[src/prescaler_params.svh]
`ifndef PRESCALER_PARAMS_SVH
`define PRESCALER_PARAMS_SVH
`define TIMER_COUNT_ADDR       8'h01
`define INTERRUPT_CONTROL_ADDR 8'h0b
`define OPTION_CONFIG_ADDR     8'h81
`define PORT_A_DIRECTION_ADDR  8'h85
`define OPTION_CONFIG_RESET    8'hff
`define PORT_A_DIRECTION_RESET 8'h1f
`define PORT_A_DIRECTION_MASK  8'h1f
`define INTERRUPT_CONTROL_RESET 8'h00
`define TIMER_COUNT_RESET      8'h00
`define DIVIDER_RESET          8'h00
`define ASSIGN_BIT             3
`define RATIO_MSB              2
`define RATIO_LSB              0
`define TIMER_OVF_FLAG_BIT     2
`define WATCHDOG_RESET_WIDTH   8'h00
`endif

[src/prescaler_pkg.sv]
`default_nettype none
package prescaler_pkg;
  typedef enum logic {
    assign_timer_t_val,
    assign_watchdog_t_val
  } divider_owner_t;
  typedef logic [7:0] byte_t;
endpackage
`default_nettype wire

[src/divider_tap.sv]
`timescale 1ns/10ps
`default_nettype none
`include "prescaler_params.svh"
// Wrap pulse from the shared counter at the chosen ratio
module divider_tap
  import prescaler_pkg::*;
#(
  parameter int WIDTH = 8
) (
  // Counter and selection
  input  wire logic [WIDTH-1:0] count_in,
  input  wire logic [2:0]       ratio_in,
  input  wire logic             for_timer_in,
  input  wire logic             step_in,
  // Result
  output logic                  wrap_out
);
  logic [WIDTH-1:0] mask_w;
  logic [3:0]       bits_w;
  assign bits_w   = for_timer_in ? ({1'b0, ratio_in} + 4'h1) : {1'b0, ratio_in};
  assign mask_w   = WIDTH'((9'h001 << bits_w) - 9'h001);
  assign wrap_out = step_in && ((count_in & mask_w) == mask_w);
endmodule
`default_nettype wire

[src/watchdog_core.sv]
`timescale 1ns/10ps
`default_nettype none
`include "prescaler_params.svh"
// Watchdog counter; overflow requests a device reset
module watchdog_core
  import prescaler_pkg::*;
#(
  parameter int WIDTH = 8
) (
  // Clock and reset
  input  wire logic sys_clk_in,
  input  wire logic reset_in,
  // Control
  input  wire logic enable_in,
  input  wire logic clear_in,
  input  wire logic count_in,
  // Status
  output logic      timeout_out
);
  logic [WIDTH-1:0] count_reg;
  logic [WIDTH-1:0] count_next;
  logic             timeout_next;
  logic             overflow_w;
  assign overflow_w   = enable_in && count_in && (&count_reg) && !clear_in;
  assign count_next   = clear_in ? '0 : (enable_in && count_in) ? count_reg + 1'b1 : count_reg;
  assign timeout_next = overflow_w;
  always_ff @(posedge sys_clk_in or posedge reset_in) begin
    if (reset_in) begin
      count_reg   <= '0;
      timeout_out <= 1'b0;
    end else begin
      count_reg   <= count_next;
      timeout_out <= timeout_next;
    end
  end
endmodule
`default_nettype wire

[src/shared_timer_wdt_prescaler.sv]
// Added by the designer: the address-and-strobe port.
`timescale 1ns/10ps
`default_nettype none
`include "prescaler_params.svh"
// What this block does
// - One 8-bit dividing counter, prescaler for timer or postscaler for watchdog.
// - Divider serves one consumer; the other runs undivided.
// - Option bit 3 picks consumer, bits 2..0 pick ratio.
// - Timer-assigned: any timer count write clears the divider.
// - Watchdog-assigned: watchdog clear zeroes watchdog and divider.
// - Divider count is not addressable; only indirect clearing.
// - Assignment bit may be rewritten at any time.
// - Unimplemented bits read zero, writes ignored.
module shared_timer_wdt_prescaler
  import prescaler_pkg::*;
(
  // Clock and reset
  input  wire logic       sys_clk_in,
  input  wire logic       reset_in,
  // Register port
  input  wire logic [7:0] addr_in,
  input  wire logic [7:0] wdata_in,
  input  wire logic       wr_in,
  input  wire logic       rd_in,
  output logic      [7:0] rdata_out,
  // Core events
  input  wire logic       watchdog_clear_instruction_in,
  input  wire logic       watchdog_enable_in,
  input  wire logic       count_edge_in,
  input  wire logic       watchdog_tick_in,
  // Status
  output logic            timer_tick_out,
  output logic            watchdog_reset_out,
  output logic      [7:0] option_config_out
);
  // Pin-sourced inputs pass two flops
  logic [1:0] edge_sync_reg;
  logic [1:0] wdt_sync_reg;
  logic [1:0] en_sync_reg;
  logic       edge_prev_reg;
  logic       wdt_prev_reg;
  logic       edge_rise_w;
  logic       wdt_rise_w;

  always_ff @(posedge sys_clk_in or posedge reset_in) begin
    if (reset_in) begin
      edge_sync_reg <= 2'h0;
      wdt_sync_reg  <= 2'h0;
      en_sync_reg   <= 2'h0;
      edge_prev_reg <= 1'b0;
      wdt_prev_reg  <= 1'b0;
    end else begin
      edge_sync_reg <= {edge_sync_reg[0], count_edge_in};
      wdt_sync_reg  <= {wdt_sync_reg[0], watchdog_tick_in};
      en_sync_reg   <= {en_sync_reg[0], watchdog_enable_in};
      edge_prev_reg <= edge_sync_reg[1];
      wdt_prev_reg  <= wdt_sync_reg[1];
    end
  end
  assign edge_rise_w = edge_sync_reg[1] && !edge_prev_reg;
  assign wdt_rise_w  = wdt_sync_reg[1] && !wdt_prev_reg;

  // Registers
  byte_t timer_count_reg;
  byte_t timer_count_next;
  byte_t interrupt_control_reg;
  byte_t interrupt_control_next;
  byte_t option_config_reg;
  byte_t option_config_next;
  byte_t port_a_direction_reg;
  byte_t port_a_direction_next;
  byte_t divider_reg;
  byte_t divider_next;
  byte_t rdata_next;

  function automatic logic hit(input byte_t a, input byte_t target);
    hit = (a == target);
  endfunction

  logic wr_timer_w;
  logic wr_interrupt_control_w;
  logic wr_option_w;
  logic wr_porta_w;
  assign wr_timer_w  = wr_in && hit(addr_in, `TIMER_COUNT_ADDR);
  assign wr_interrupt_control_w = wr_in && hit(addr_in, `INTERRUPT_CONTROL_ADDR);
  assign wr_option_w = wr_in && hit(addr_in, `OPTION_CONFIG_ADDR);
  assign wr_porta_w  = wr_in && hit(addr_in, `PORT_A_DIRECTION_ADDR);

  logic       divider_assign_select;
  logic [2:0] divide_ratio_field;
  logic       to_timer_w;
  assign divider_assign_select = option_config_reg[`ASSIGN_BIT];
  assign divide_ratio_field    = option_config_reg[`RATIO_MSB:`RATIO_LSB];
  assign to_timer_w            = !divider_assign_select;

  // steer input to the divider or bypass
  logic div_step_w;
  logic div_wrap_w;
  assign div_step_w = to_timer_w ? edge_rise_w : wdt_rise_w;

  divider_tap #(
    .WIDTH (8)
  ) u_tap (
    .count_in     (divider_reg),
    .ratio_in     (divide_ratio_field),
    .for_timer_in (to_timer_w),
    .step_in      (div_step_w),
    .wrap_out     (div_wrap_w)
  );

  logic clr_by_timer_w;
  logic clr_by_wdt_w;
  // assignment change restarts count, avoids stray wrap
  logic assign_change_w;
  assign clr_by_timer_w  = to_timer_w && wr_timer_w;
  assign clr_by_wdt_w    = divider_assign_select && watchdog_clear_instruction_in;
  assign assign_change_w = wr_option_w && (wdata_in[`ASSIGN_BIT] != divider_assign_select);

  // shared 8-bit divider, only indirect clearing
  assign divider_next = (clr_by_timer_w || clr_by_wdt_w || assign_change_w) ? `DIVIDER_RESET :
                        div_step_w ? divider_reg + 8'h01 : divider_reg;

  logic timer_inc_w;
  logic wdt_inc_w;
  assign timer_inc_w = to_timer_w ? (div_wrap_w && !assign_change_w) : edge_rise_w;
  assign wdt_inc_w   = divider_assign_select ? (div_wrap_w && !assign_change_w) : wdt_rise_w;

  // Tick only when the count really moves; a write wins that cycle
  logic timer_step_w;
  logic timer_ovf_w;
  assign timer_step_w     = timer_inc_w && !wr_timer_w;
  assign timer_ovf_w      = timer_step_w && (timer_count_reg == 8'hff);
  assign timer_count_next = wr_timer_w ? wdata_in : timer_inc_w ? timer_count_reg + 8'h01
                                                                : timer_count_reg;

  // Overflow flag: hardware set beats software clear
  assign interrupt_control_next =
      (wr_interrupt_control_w ? wdata_in : interrupt_control_reg) |
      (timer_ovf_w ? (8'h01 << `TIMER_OVF_FLAG_BIT) : 8'h00);
  assign option_config_next = wr_option_w ? wdata_in : option_config_reg;
  assign port_a_direction_next = wr_porta_w ? (wdata_in & `PORT_A_DIRECTION_MASK)
                                            : port_a_direction_reg;

  assign rdata_next = !rd_in ? 8'h00 :
                      hit(addr_in, `TIMER_COUNT_ADDR)       ? timer_count_reg :
                      hit(addr_in, `INTERRUPT_CONTROL_ADDR) ? interrupt_control_reg :
                      hit(addr_in, `OPTION_CONFIG_ADDR)     ? option_config_reg :
                      hit(addr_in, `PORT_A_DIRECTION_ADDR)  ? port_a_direction_reg : 8'h00;

  always_ff @(posedge sys_clk_in or posedge reset_in) begin
    if (reset_in) begin
      timer_count_reg       <= `TIMER_COUNT_RESET;
      interrupt_control_reg <= `INTERRUPT_CONTROL_RESET;
      option_config_reg     <= `OPTION_CONFIG_RESET;
      port_a_direction_reg  <= `PORT_A_DIRECTION_RESET;
      divider_reg           <= `DIVIDER_RESET;
      rdata_out             <= 8'h00;
      timer_tick_out        <= 1'b0;
      option_config_out     <= `OPTION_CONFIG_RESET;
    end else begin
      timer_count_reg       <= timer_count_next;
      interrupt_control_reg <= interrupt_control_next;
      option_config_reg     <= option_config_next;
      port_a_direction_reg  <= port_a_direction_next;
      divider_reg           <= divider_next;
      rdata_out             <= rdata_next;
      timer_tick_out        <= timer_step_w;
      option_config_out     <= option_config_next;
    end
  end

  // Watchdog counter, cleared by the clear instruction in either assignment
  watchdog_core #(
    .WIDTH (8)
  ) u_wdt (
    .sys_clk_in  (sys_clk_in),
    .reset_in    (reset_in),
    .enable_in   (en_sync_reg[1]),
    .clear_in    (watchdog_clear_instruction_in),
    .count_in    (wdt_inc_w),
    .timeout_out (watchdog_reset_out)
  );

  property p_timer_clear;
    @(posedge sys_clk_in) disable iff (reset_in)
      (wr_timer_w && to_timer_w) |=> (divider_reg == 8'h00);
  endproperty
  a_timer_clear: assert property (p_timer_clear) else $error("divider not cleared");

  property p_wdt_clear;
    @(posedge sys_clk_in) disable iff (reset_in)
      (watchdog_clear_instruction_in && divider_assign_select) |=> (divider_reg == 8'h00);
  endproperty
  a_wdt_clear: assert property (p_wdt_clear) else $error("divider kept count");

  property p_porta_mask;
    @(posedge sys_clk_in) disable iff (reset_in)
      (port_a_direction_reg[7:5] == 3'h0);
  endproperty
  a_porta_mask: assert property (p_porta_mask) else $error("reserved bits set");

  property p_read_latency;
    @(posedge sys_clk_in) disable iff (reset_in)
      (rd_in && hit(addr_in, `OPTION_CONFIG_ADDR)) |=> (rdata_out == $past(option_config_reg));
  endproperty
  a_read_latency: assert property (p_read_latency) else $error("bad option read");

  property p_bypass;
    @(posedge sys_clk_in) disable iff (reset_in)
      (divider_assign_select && edge_rise_w && !wr_timer_w) |=> timer_tick_out;
  endproperty
  a_bypass: assert property (p_bypass) else $error("timer not undivided");

  property p_wrap_only;
    @(posedge sys_clk_in) disable iff (reset_in)
      (to_timer_w && timer_inc_w) |-> div_wrap_w && divider_reg[0];
  endproperty
  a_wrap_only: assert property (p_wrap_only) else $error("timer count without wrap");

  property p_no_switch_count;
    @(posedge sys_clk_in) disable iff (reset_in)
      assign_change_w |=> !timer_tick_out || $past(divider_assign_select);
  endproperty
  a_no_switch_count: assert property (p_no_switch_count) else $error("spurious count");

  property p_divider_step;
    @(posedge sys_clk_in) disable iff (reset_in)
      (div_step_w && !clr_by_timer_w && !clr_by_wdt_w && !assign_change_w)
        |=> (divider_reg == $past(divider_reg) + 8'h01);
  endproperty
  a_divider_step: assert property (p_divider_step) else $error("divider stalled");

  property p_switch_live;
    @(posedge sys_clk_in) disable iff (reset_in)
      wr_option_w |=> (divider_assign_select == $past(wdata_in[3]));
  endproperty
  a_switch_live: assert property (p_switch_live) else $error("assign not updated");

  property p_wdt_bypass;
    @(posedge sys_clk_in) disable iff (reset_in)
      (to_timer_w && wdt_rise_w) |-> wdt_inc_w;
  endproperty
  a_wdt_bypass: assert property (p_wdt_bypass) else $error("watchdog not undivided");

  property p_switch_clear;
    @(posedge sys_clk_in) disable iff (reset_in)
      assign_change_w |=> (divider_reg == 8'h00);
  endproperty
  a_switch_clear: assert property (p_switch_clear) else $error("divider kept on switch");

  property p_clear_quiet;
    @(posedge sys_clk_in) disable iff (reset_in)
      watchdog_clear_instruction_in |=> !watchdog_reset_out;
  endproperty
  a_clear_quiet: assert property (p_clear_quiet) else $error("reset despite clear");

  property p_dog_disabled;
    @(posedge sys_clk_in) disable iff (reset_in)
      !en_sync_reg[1] |=> !watchdog_reset_out;
  endproperty
  a_dog_disabled: assert property (p_dog_disabled) else $error("idle watchdog fired");

  property p_tick_single;
    @(posedge sys_clk_in) disable iff (reset_in)
      timer_tick_out |=> !timer_tick_out;
  endproperty
  a_tick_single: assert property (p_tick_single) else $error("timer tick too long");

  property p_dog_single;
    @(posedge sys_clk_in) disable iff (reset_in)
      watchdog_reset_out |=> !watchdog_reset_out;
  endproperty
  a_dog_single: assert property (p_dog_single) else $error("watchdog reset too long");

  property p_ovf_flag;
    @(posedge sys_clk_in) disable iff (reset_in)
      timer_ovf_w |=> interrupt_control_reg[`TIMER_OVF_FLAG_BIT];
  endproperty
  a_ovf_flag: assert property (p_ovf_flag) else $error("overflow flag lost");

  property p_timer_load;
    @(posedge sys_clk_in) disable iff (reset_in)
      wr_timer_w |=> (timer_count_reg == $past(wdata_in));
  endproperty
  a_timer_load: assert property (p_timer_load) else $error("timer write lost");

  property p_timer_step;
    @(posedge sys_clk_in) disable iff (reset_in)
      timer_step_w |=> (timer_count_reg == $past(timer_count_reg) + 8'h01);
  endproperty
  a_timer_step: assert property (p_timer_step) else $error("timer did not advance");

  property p_timer_hold;
    @(posedge sys_clk_in) disable iff (reset_in)
      (!timer_inc_w && !wr_timer_w) |=> $stable(timer_count_reg);
  endproperty
  a_timer_hold: assert property (p_timer_hold) else $error("timer moved unasked");

  property p_rdata_idle;
    @(posedge sys_clk_in) disable iff (reset_in)
      !rd_in |=> (rdata_out == 8'h00);
  endproperty
  a_rdata_idle: assert property (p_rdata_idle) else $error("read data without strobe");

  property p_unmapped_read;
    @(posedge sys_clk_in) disable iff (reset_in)
      (rd_in && !hit(addr_in, `TIMER_COUNT_ADDR) && !hit(addr_in, `INTERRUPT_CONTROL_ADDR)
        && !hit(addr_in, `OPTION_CONFIG_ADDR) && !hit(addr_in, `PORT_A_DIRECTION_ADDR))
        |=> (rdata_out == 8'h00);
  endproperty
  a_unmapped_read: assert property (p_unmapped_read) else $error("stray read data");

  property p_porta_read;
    @(posedge sys_clk_in) disable iff (reset_in)
      (rd_in && hit(addr_in, `PORT_A_DIRECTION_ADDR)) |=> (rdata_out[7:5] == 3'h0);
  endproperty
  a_porta_read: assert property (p_porta_read) else $error("reserved bits read");

  property p_wdt_wrap_only;
    @(posedge sys_clk_in) disable iff (reset_in)
      (divider_assign_select && wdt_inc_w) |-> div_wrap_w;
  endproperty
  a_wdt_wrap_only: assert property (p_wdt_wrap_only) else $error("watchdog count no wrap");

  property p_option_copy;
    @(posedge sys_clk_in) disable iff (reset_in)
      (option_config_out == option_config_reg);
  endproperty
  a_option_copy: assert property (p_option_copy) else $error("option copy differs");

  c_timer_tick: cover property (@(posedge sys_clk_in) disable iff (reset_in) timer_tick_out);
  c_wdt_reset: cover property (@(posedge sys_clk_in) disable iff (reset_in) watchdog_reset_out);
  c_switch: cover property (@(posedge sys_clk_in) disable iff (reset_in) assign_change_w);
  c_timer_ovf: cover property (@(posedge sys_clk_in) disable iff (reset_in) timer_ovf_w);
  c_dog_clear: cover property (@(posedge sys_clk_in) disable iff (reset_in) clr_by_wdt_w);
endmodule
`default_nettype wire

[config.mk]
export PLATFORM = sky130hd
export DESIGN_NAME = shared_timer_wdt_prescaler
export DESIGN_NICKNAME = d
export VERILOG_FILES = /design/src/prescaler_pkg.sv /design/src/divider_tap.sv /design/src/watchdog_core.sv /design/src/shared_timer_wdt_prescaler.sv
export VERILOG_INCLUDE_DIRS = /design/src
export SDC_FILE = /design/constraint.sdc
export NUM_CORES = 1
export LEC_CHECK = 0
export BUFFER_PORTS_ARGS = -buffer_cell sky130_fd_sc_hd__buf_4
export CORE_AREA = 2 2 101 103
export CTS_BUF_LIST = sky130_fd_sc_hd__clkbuf_2 sky130_fd_sc_hd__clkbuf_4 sky130_fd_sc_hd__clkbuf_8
export DETAILED_ROUTE_END_ITERATION = 10
export DIE_AREA = 0 0 103 105
export GPL_TIMING_DRIVEN = 0
export PLACE_DENSITY = 0.55
export RECOVER_POWER = 50
export SETUP_SLACK_MARGIN = 0.5
export SYNTH_ARGS = -nofsm -noshare
export SYNTH_HDL_FRONTEND = slang
export SYNTH_SLANG_ARGS = --single-unit
[constraint.sdc]
create_clock -name sys_clk_in -period 2.95 [get_ports sys_clk_in]
set_input_delay 0.295 -clock sys_clk_in [delete_from_list [all_inputs] [get_ports sys_clk_in]]
set_output_delay 0.295 -clock sys_clk_in [all_outputs]
set_load 0.05 [all_outputs]
**Word-level counts from Yosys, hierarchy flattened**

Index checks and enable logic that the tools add are counted.

- Bitwise gates (word level): 2
- Add/sub/neg operators: 5
- Reductions and logical operators: 28
- Eq/ne operators: 7
- Mux-type cells: 17
- Shifts and indexed selects: 1

Operators with widths:

| kind | count |
|---|---|
| two-way mux 8 bit | 11 |
| adder 8 x 1 -> 8 bit, second input constant | 3 |
| == test 8 bit, second input constant | 3 |
| logical AND 1 bit | 16 |
| AND 8 bit | 1 |
| == test 8 x 1 -> 1 bit, second input constant | 1 |
| == test 8 x 4 -> 1 bit, second input constant | 1 |
| == test 8 bit | 1 |
| bitwise OR 8 x 3 -> 8 bit | 1 |
| AND reduction 8 bit | 1 |
| << shifter 1 x 4 -> 8 bit, first input constant | 1 |
| subtractor 8 x 1 -> 8 bit, second input constant | 1 |
| zero test 1 bit | 6 |
| nonzero test 2 bit | 3 |
| two-way mux 5 bit | 1 |
| adder 3 x 1 -> 4 bit, second input constant | 1 |
| two-way mux 4 bit | 1 |
| two-way mux 1 bit | 3 |
| two-way mux 3 bit | 1 |
| logical OR 1 bit | 2 |
| != test 1 bit | 1 |

- Bits of input ports: 24
- Word-level logic and storage cells: 74
- Flip-flop bits (word level): 63

**Depth between registers and ports, before layout**

- Depth in word-level cells: 13
- Mapped depth: 13
- Gate-level depth less buffers: 12

**Modules after synthesis**

A second synthesis with hierarchy kept.

- Cells, all modules: 332
- Area total of the unflattened synthesis: 3452.1 um^2

By module, submodules not included:

| module | times used | cells each | seq. area each (um^2) | area each (um^2) |
|---|---|---|---|---|
| shared_timer_wdt_prescaler | 1 | 236 | 1367.6 | 2641.3 |
| watchdog_core | 1 | 45 | 225.2 | 436.7 |
| divider_tap | 1 | 51 | 0.0 | 374.1 |

**Worst setup path before layout**

Ideal clock, no wire load.

- Path type: register to register
- From: register, netlist name option_config_out[0]
- To: register u_wdt.count_reg[7]
- Path slack: -0.438 ns
- Stages on the path, launching flop included: 12
- Setup time: 0.125 ns
- Arrival: 3.263 ns
- Path buffers: 0
- Data required time: 2.825 ns
- Cell sequence: dfstp_2 > ha_1 > nand2_1 > a2111oi_0 > a21oi_1 > ha_1 > o211ai_2 > nor4_2 > o221ai_2 > o31ai_2 > nand3_2 > mux2_4

RTL lines:

| item | RTL line | text |
|---|---|---|
| end signal, assigned | watchdog_core.sv:32 | `count_reg <= count_next;` |
| end, declared | watchdog_core.sv:20 | `logic [WIDTH-1:0] count_reg;` |

==> impl_table.tex <==
\begin{tabular}{lr}
\hline
Metric & Value \\
\hline
\multicolumn{2}{l}{\textbf{Drt}} \\
\quad DR iter-0 viols & 117 \\
\quad Router iterations before antenna repair & 4 \\
\quad Total number of vias & 2607 \\
\quad Total met3 wirelength after detailed routing & 280 um \\
\quad WL final & 7870 um \\
\quad Wirelength per Cell & 15.2 um \\
\quad Residual antenna-violating net count after detailed routing & 0 \\
\quad Detailed-routed wire length on met2 & 3430 um \\
\quad Post-detailed-route via-to-cell ratio & 5.05 \\
\quad Met1 WL & 4010 um \\
\quad Highest routing layer actually used & met4 \\
\quad DR DRC count & 0 \\
\multicolumn{2}{l}{\textbf{Run}} \\
\quad Number of max-cap violations & 1 \\
\multicolumn{2}{l}{\textbf{Logic synthesis}} \\
\quad Sequential-to-total area share from yosys stat & 48.2\% \\
\quad Number of synthesized flops with an enable pin & 0 \\
\quad Top cells by area in the synthesized netlist & sky130\_fd\_sc\_hd\_\_dfrtp\_1 38\%, sky130\_fd\_sc\_hd\_\_dfstp\_2 10\%, sky130\_fd\_sc\_hd\_\_mux2\_2 6.8\% \\
\quad Cell count after synthesis & 310 \\
\quad Primary flip-flop cell chosen by synthesis mapping & sky130\_fd\_sc\_hd\_\_dfrtp\_1 \\
\quad Netlist Area Pre-Place & 0.00331 sq mm \\
\quad Number of warning messages in the yosys log & 0 \\
\quad Library cells used by synthesis & 66 \\
\quad Share of synthesized flip-flops with an asynchronous set or reset & 100\% \\
\quad Average size of a mapped cell & 10.7 sq um \\
\quad Post-Syn Nets & 339 \\
\quad Yosys reg bits & 63 \\
\quad Synth area leader & sky130\_fd\_sc\_hd\_\_dfrtp\_1 \\
\quad Synth top area share & 37.9\% \\
\multicolumn{2}{l}{\textbf{Placed design}} \\
\quad Pre-CTS worst setup slack & -0.369 ns \\
\quad Instance count after placement with tap cells included & 482 \\
\quad Final HPWL DP & 5460 um \\
\quad Number of port buffers & 38 \\
\quad Routability congestion estimate from global placement & 0.805 \\
\quad Instance area after placement & 0.00382 sq mm \\
\multicolumn{2}{l}{\textbf{Floorplan}} \\
\quad Top Ports & 42 \\
\quad DIE HEIGHT & 105 um \\
\quad Core Rows & 36 \\
\quad Initial Util & 34.3\% \\
\quad Die width & 103 um \\
\quad Core footprint & 0.00964 sq mm \\
\quad Total die area & 0.0108 sq mm \\
\multicolumn{2}{l}{\textbf{Worst setup path}} \\
\quad Critical setup path kind & flip-flop to flip-flop \\
\quad CP Launch Point & option\_config\_out[0] \\
\quad Required time worst endpoint & 3.22 ns \\
\quad Critical path launch point type & flip-flop \\
\quad Worst Reg-to-Reg Cells & 12 \\
\quad Signal arrival time at the worst endpoint & 3.35 ns \\
\quad Worst reg2reg startpoint & option\_config\_out[0] \\
\quad Crit. End Element & flip-flop \\
\quad Largest fanout on the critical path & 4 \\
\multicolumn{2}{l}{\textbf{Timing}} \\
\quad Final hold violation count & 0 \\
\quad Max Slew Vio Count & 0 \\
\quad Worst slew margin relative to its limit & 0.0805\% \\
\quad Pin slew with the least headroom to its limit & 1.50 ns \\
\quad Post-route worst setup slack & -0.128 ns \\
\quad RSZ-0062 raised after global routing & true \\
\quad Min Hold Slack & 0.0756 ns \\
\quad Minimum period implied by the final worst setup slack & 3.08 ns \\
\quad Ratio of final minimum period to clock period & 104\% \\
\quad Setup violations, final & 14 \\
\quad Max Clock Skew & 0.0120 ns \\
\quad Maximum achievable frequency & 325 MHz \\
\multicolumn{2}{l}{\textbf{Finish}} \\
\quad Final standard cell area without fillers & 0.00426 sq mm \\
\quad Number of nets in the final layout & 407 \\
\quad Area growth from synthesis to layout & 29.0\% \\
\quad N\_diodes & 0 \\
\quad Top library cells by usage in the layout, fill and taps aside & 53 x sky130\_fd\_sc\_hd\_\_buf\_4, 50 x sky130\_fd\_sc\_hd\_\_dfrtp\_1, 27 x sky130\_fd\_sc\_hd\_\_nor2\_1 \\
\quad Count of non-filler cells in the finished layout & 516 \\
\quad Most frequent standard cell in the layout excluding fill and tap cells & sky130\_fd\_sc\_hd\_\_buf\_4 \\
\quad Share of final-layout standard cells stronger than drive strength 1 & 37.9\% \\
\multicolumn{2}{l}{\textbf{Min path}} \\
\quad Tightest Hold Check Type & primary input to flip-flop \\
\quad Hold wc startpoint & count\_edge\_in \\
\quad Worst Hold Depth & 1 \\
\multicolumn{2}{l}{\textbf{Clocking}} \\
\quad Root buffer cell & sky130\_fd\_sc\_hd\_\_clkbuf\_8 \\
\quad CTS max path bufs & 2 \\
\quad \# clock sinks & 63 \\
\quad Source-to-sink clock delay at the later pin of the worst-skew pair & 0.35 ns \\
\quad Num CTS Buffers & 9 \\
\quad Hold bufs inserted after CTS & 0 \\
\quad Worst-path clk slew & 0.08 ns \\
\quad TritonCTS clock tree & yes \\
\quad Number of levels in the clock H-tree & 3 \\
\multicolumn{2}{l}{\textbf{Global route}} \\
\quad Initial antenna violation count & 0 \\
\quad Pin count of the biggest net entering global routing & 41 \\
\quad Aggregate global routing overflow & 0 \\
\quad GRT Overall Usage & 15.5\% \\
\quad Global-route wire length before repair & 13200 um \\
\quad Number of global-route vias before repair & 2580 \\
\multicolumn{2}{l}{\textbf{Power and ir drop}} \\
\quad Relative contribution of combinational cells to total power & 23.8\% \\
\quad Pwr/cell area & 592 mW/mm\^{}2 \\
\quad Reg power frac & 45.0\% \\
\quad Clock share of power & 31.2\% \\
\quad Reported net switching power & 815 uW \\
\quad Leak pwr & 1.81 nW \\
\quad Peak VDD IR & 0.000237 V \\
\quad Net Sw Frac & 32.3\% \\
\quad Cell Int Power & 1.71 mW \\
\quad Overall power & 2.53 mW \\
\multicolumn{2}{l}{\textbf{Status}} \\
\quad Run status & complete, but fails checks \\
\quad Violations in the final reports & max-capacitance violations, negative setup slack \\
\hline
\end{tabular}
==> path summary, 6_finish.rpt <==
path                                            to  slack (ns)
worst min-delay path              edge_sync_reg[0]        0.08
worst min register to register      en_sync_reg[1]        0.35
worst max-delay path            timer_count_reg[5]       -0.13
min in group asynchronous             rdata_out[7]        0.39
worst max register to register  timer_count_reg[5]       -0.13
max in group asynchronous       u_wdt.count_reg[0]        0.69
==> routing by layer <==
layer | GRT usage (%) | vias to the layer above
li1 | - | 1267
met1 | 23.0 | 1268
met2 | 22.4 | 59
met3 | 2.68 | 13
met4 | 6.02 | 0
met5 | 0 | -
==> Yosys cell counts, types with 4 or more instances <==
master	number
sky130_fd_sc_hd__nand2_1	23
sky130_fd_sc_hd__dfrtp_1	50
sky130_fd_sc_hd__nand3_1	12
sky130_fd_sc_hd__nor2_1	28
sky130_fd_sc_hd__and2_1	5
sky130_fd_sc_hd__nor3_1	4
sky130_fd_sc_hd__a31oi_1	4
sky130_fd_sc_hd__o21ai_0	7
sky130_fd_sc_hd__mux2i_1	10
sky130_fd_sc_hd__xor2_1	5
sky130_fd_sc_hd__a21oi_1	11
sky130_fd_sc_hd__and3_1	4
sky130_fd_sc_hd__nand3b_1	4
sky130_fd_sc_hd__buf_2	4
sky130_fd_sc_hd__dfstp_2	13
sky130_fd_sc_hd__xnor2_1	7
sky130_fd_sc_hd__o21ai_1	4
sky130_fd_sc_hd__or3_1	4
sky130_fd_sc_hd__clkbuf_1	7
sky130_fd_sc_hd__mux2_2	20
sky130_fd_sc_hd__nor2b_1	11
sky130_fd_sc_hd__ha_1	5
sky130_fd_sc_hd__nand2b_1	6
sky130_fd_sc_hd__a221oi_1	5
==> critical path, cell delays in order, from the launching register on <==
cell	delay, ns
sky130_fd_sc_hd__dfstp_4	0.48
sky130_fd_sc_hd__ha_4	0.17
sky130_fd_sc_hd__or2_4	0.24
sky130_fd_sc_hd__a2111oi_4	0.33
sky130_fd_sc_hd__a21oi_2	0.09
sky130_fd_sc_hd__ha_4	0.18
sky130_fd_sc_hd__o31ai_2	0.07
sky130_fd_sc_hd__a21oi_1	0.10
sky130_fd_sc_hd__xnor2_1	0.22
sky130_fd_sc_hd__o221ai_2	0.18
sky130_fd_sc_hd__o31ai_4	0.32
sky130_fd_sc_hd__or4b_1	0.47
sky130_fd_sc_hd__a31oi_1	0.16
==> cells by family after synthesis <==
logic type,count (synthesis),share of synthesized area (%)
adder cells (fa/ha/maj),5,1.89
AO/OA/AOI/OAI,57,12.8
XOR/XNOR,12,3.18
buffers and inverters,17,2.46
multiplexers,33,11.3
flip-flops,63,48.2
AND/OR/NAND/NOR,123,20.1
==> area by class of cell <==
class	instances	area [sq um]
fill	947	5380
multi-input combinational	230	1770
sequential	63	1600
timing repair buffer	57	432
tap	133	166
clock buffer	10	138
buffer	13	78.8
clock inverter	6	67.6
inverter	4	20.0
==> power groups by stage <==
stage               Clock, mW  Combinational [mW]  Sequential [mW]
finish                  0.788               0.601             1.14
global route            0.840               0.669             1.16
CTS                     0.810               0.587             1.14
detailed placement          0               0.532             1.15
global placement            0               0.519             1.15
floorplan                   0               0.392             1.14
==> stage by stage <==
stage          setup TNS, ns  utilization, %
3_3_place_gp           -2.94            39.4
3_5_place_dp           -3.32            39.6
5_1_grt                -3.13            44.2
2_1_floorplan         -0.200               -
4_1_cts               -0.348            43.7
6_report              -0.876            44.2
==> repair_timing <==
action                     CTS  global route
cloned                       1             0
gates resized for setup     22             6
pin swaps                   13             5
setup buffers               12             5
setup endpoints to repair   19            19
Power figures use the tool's default switching activity.
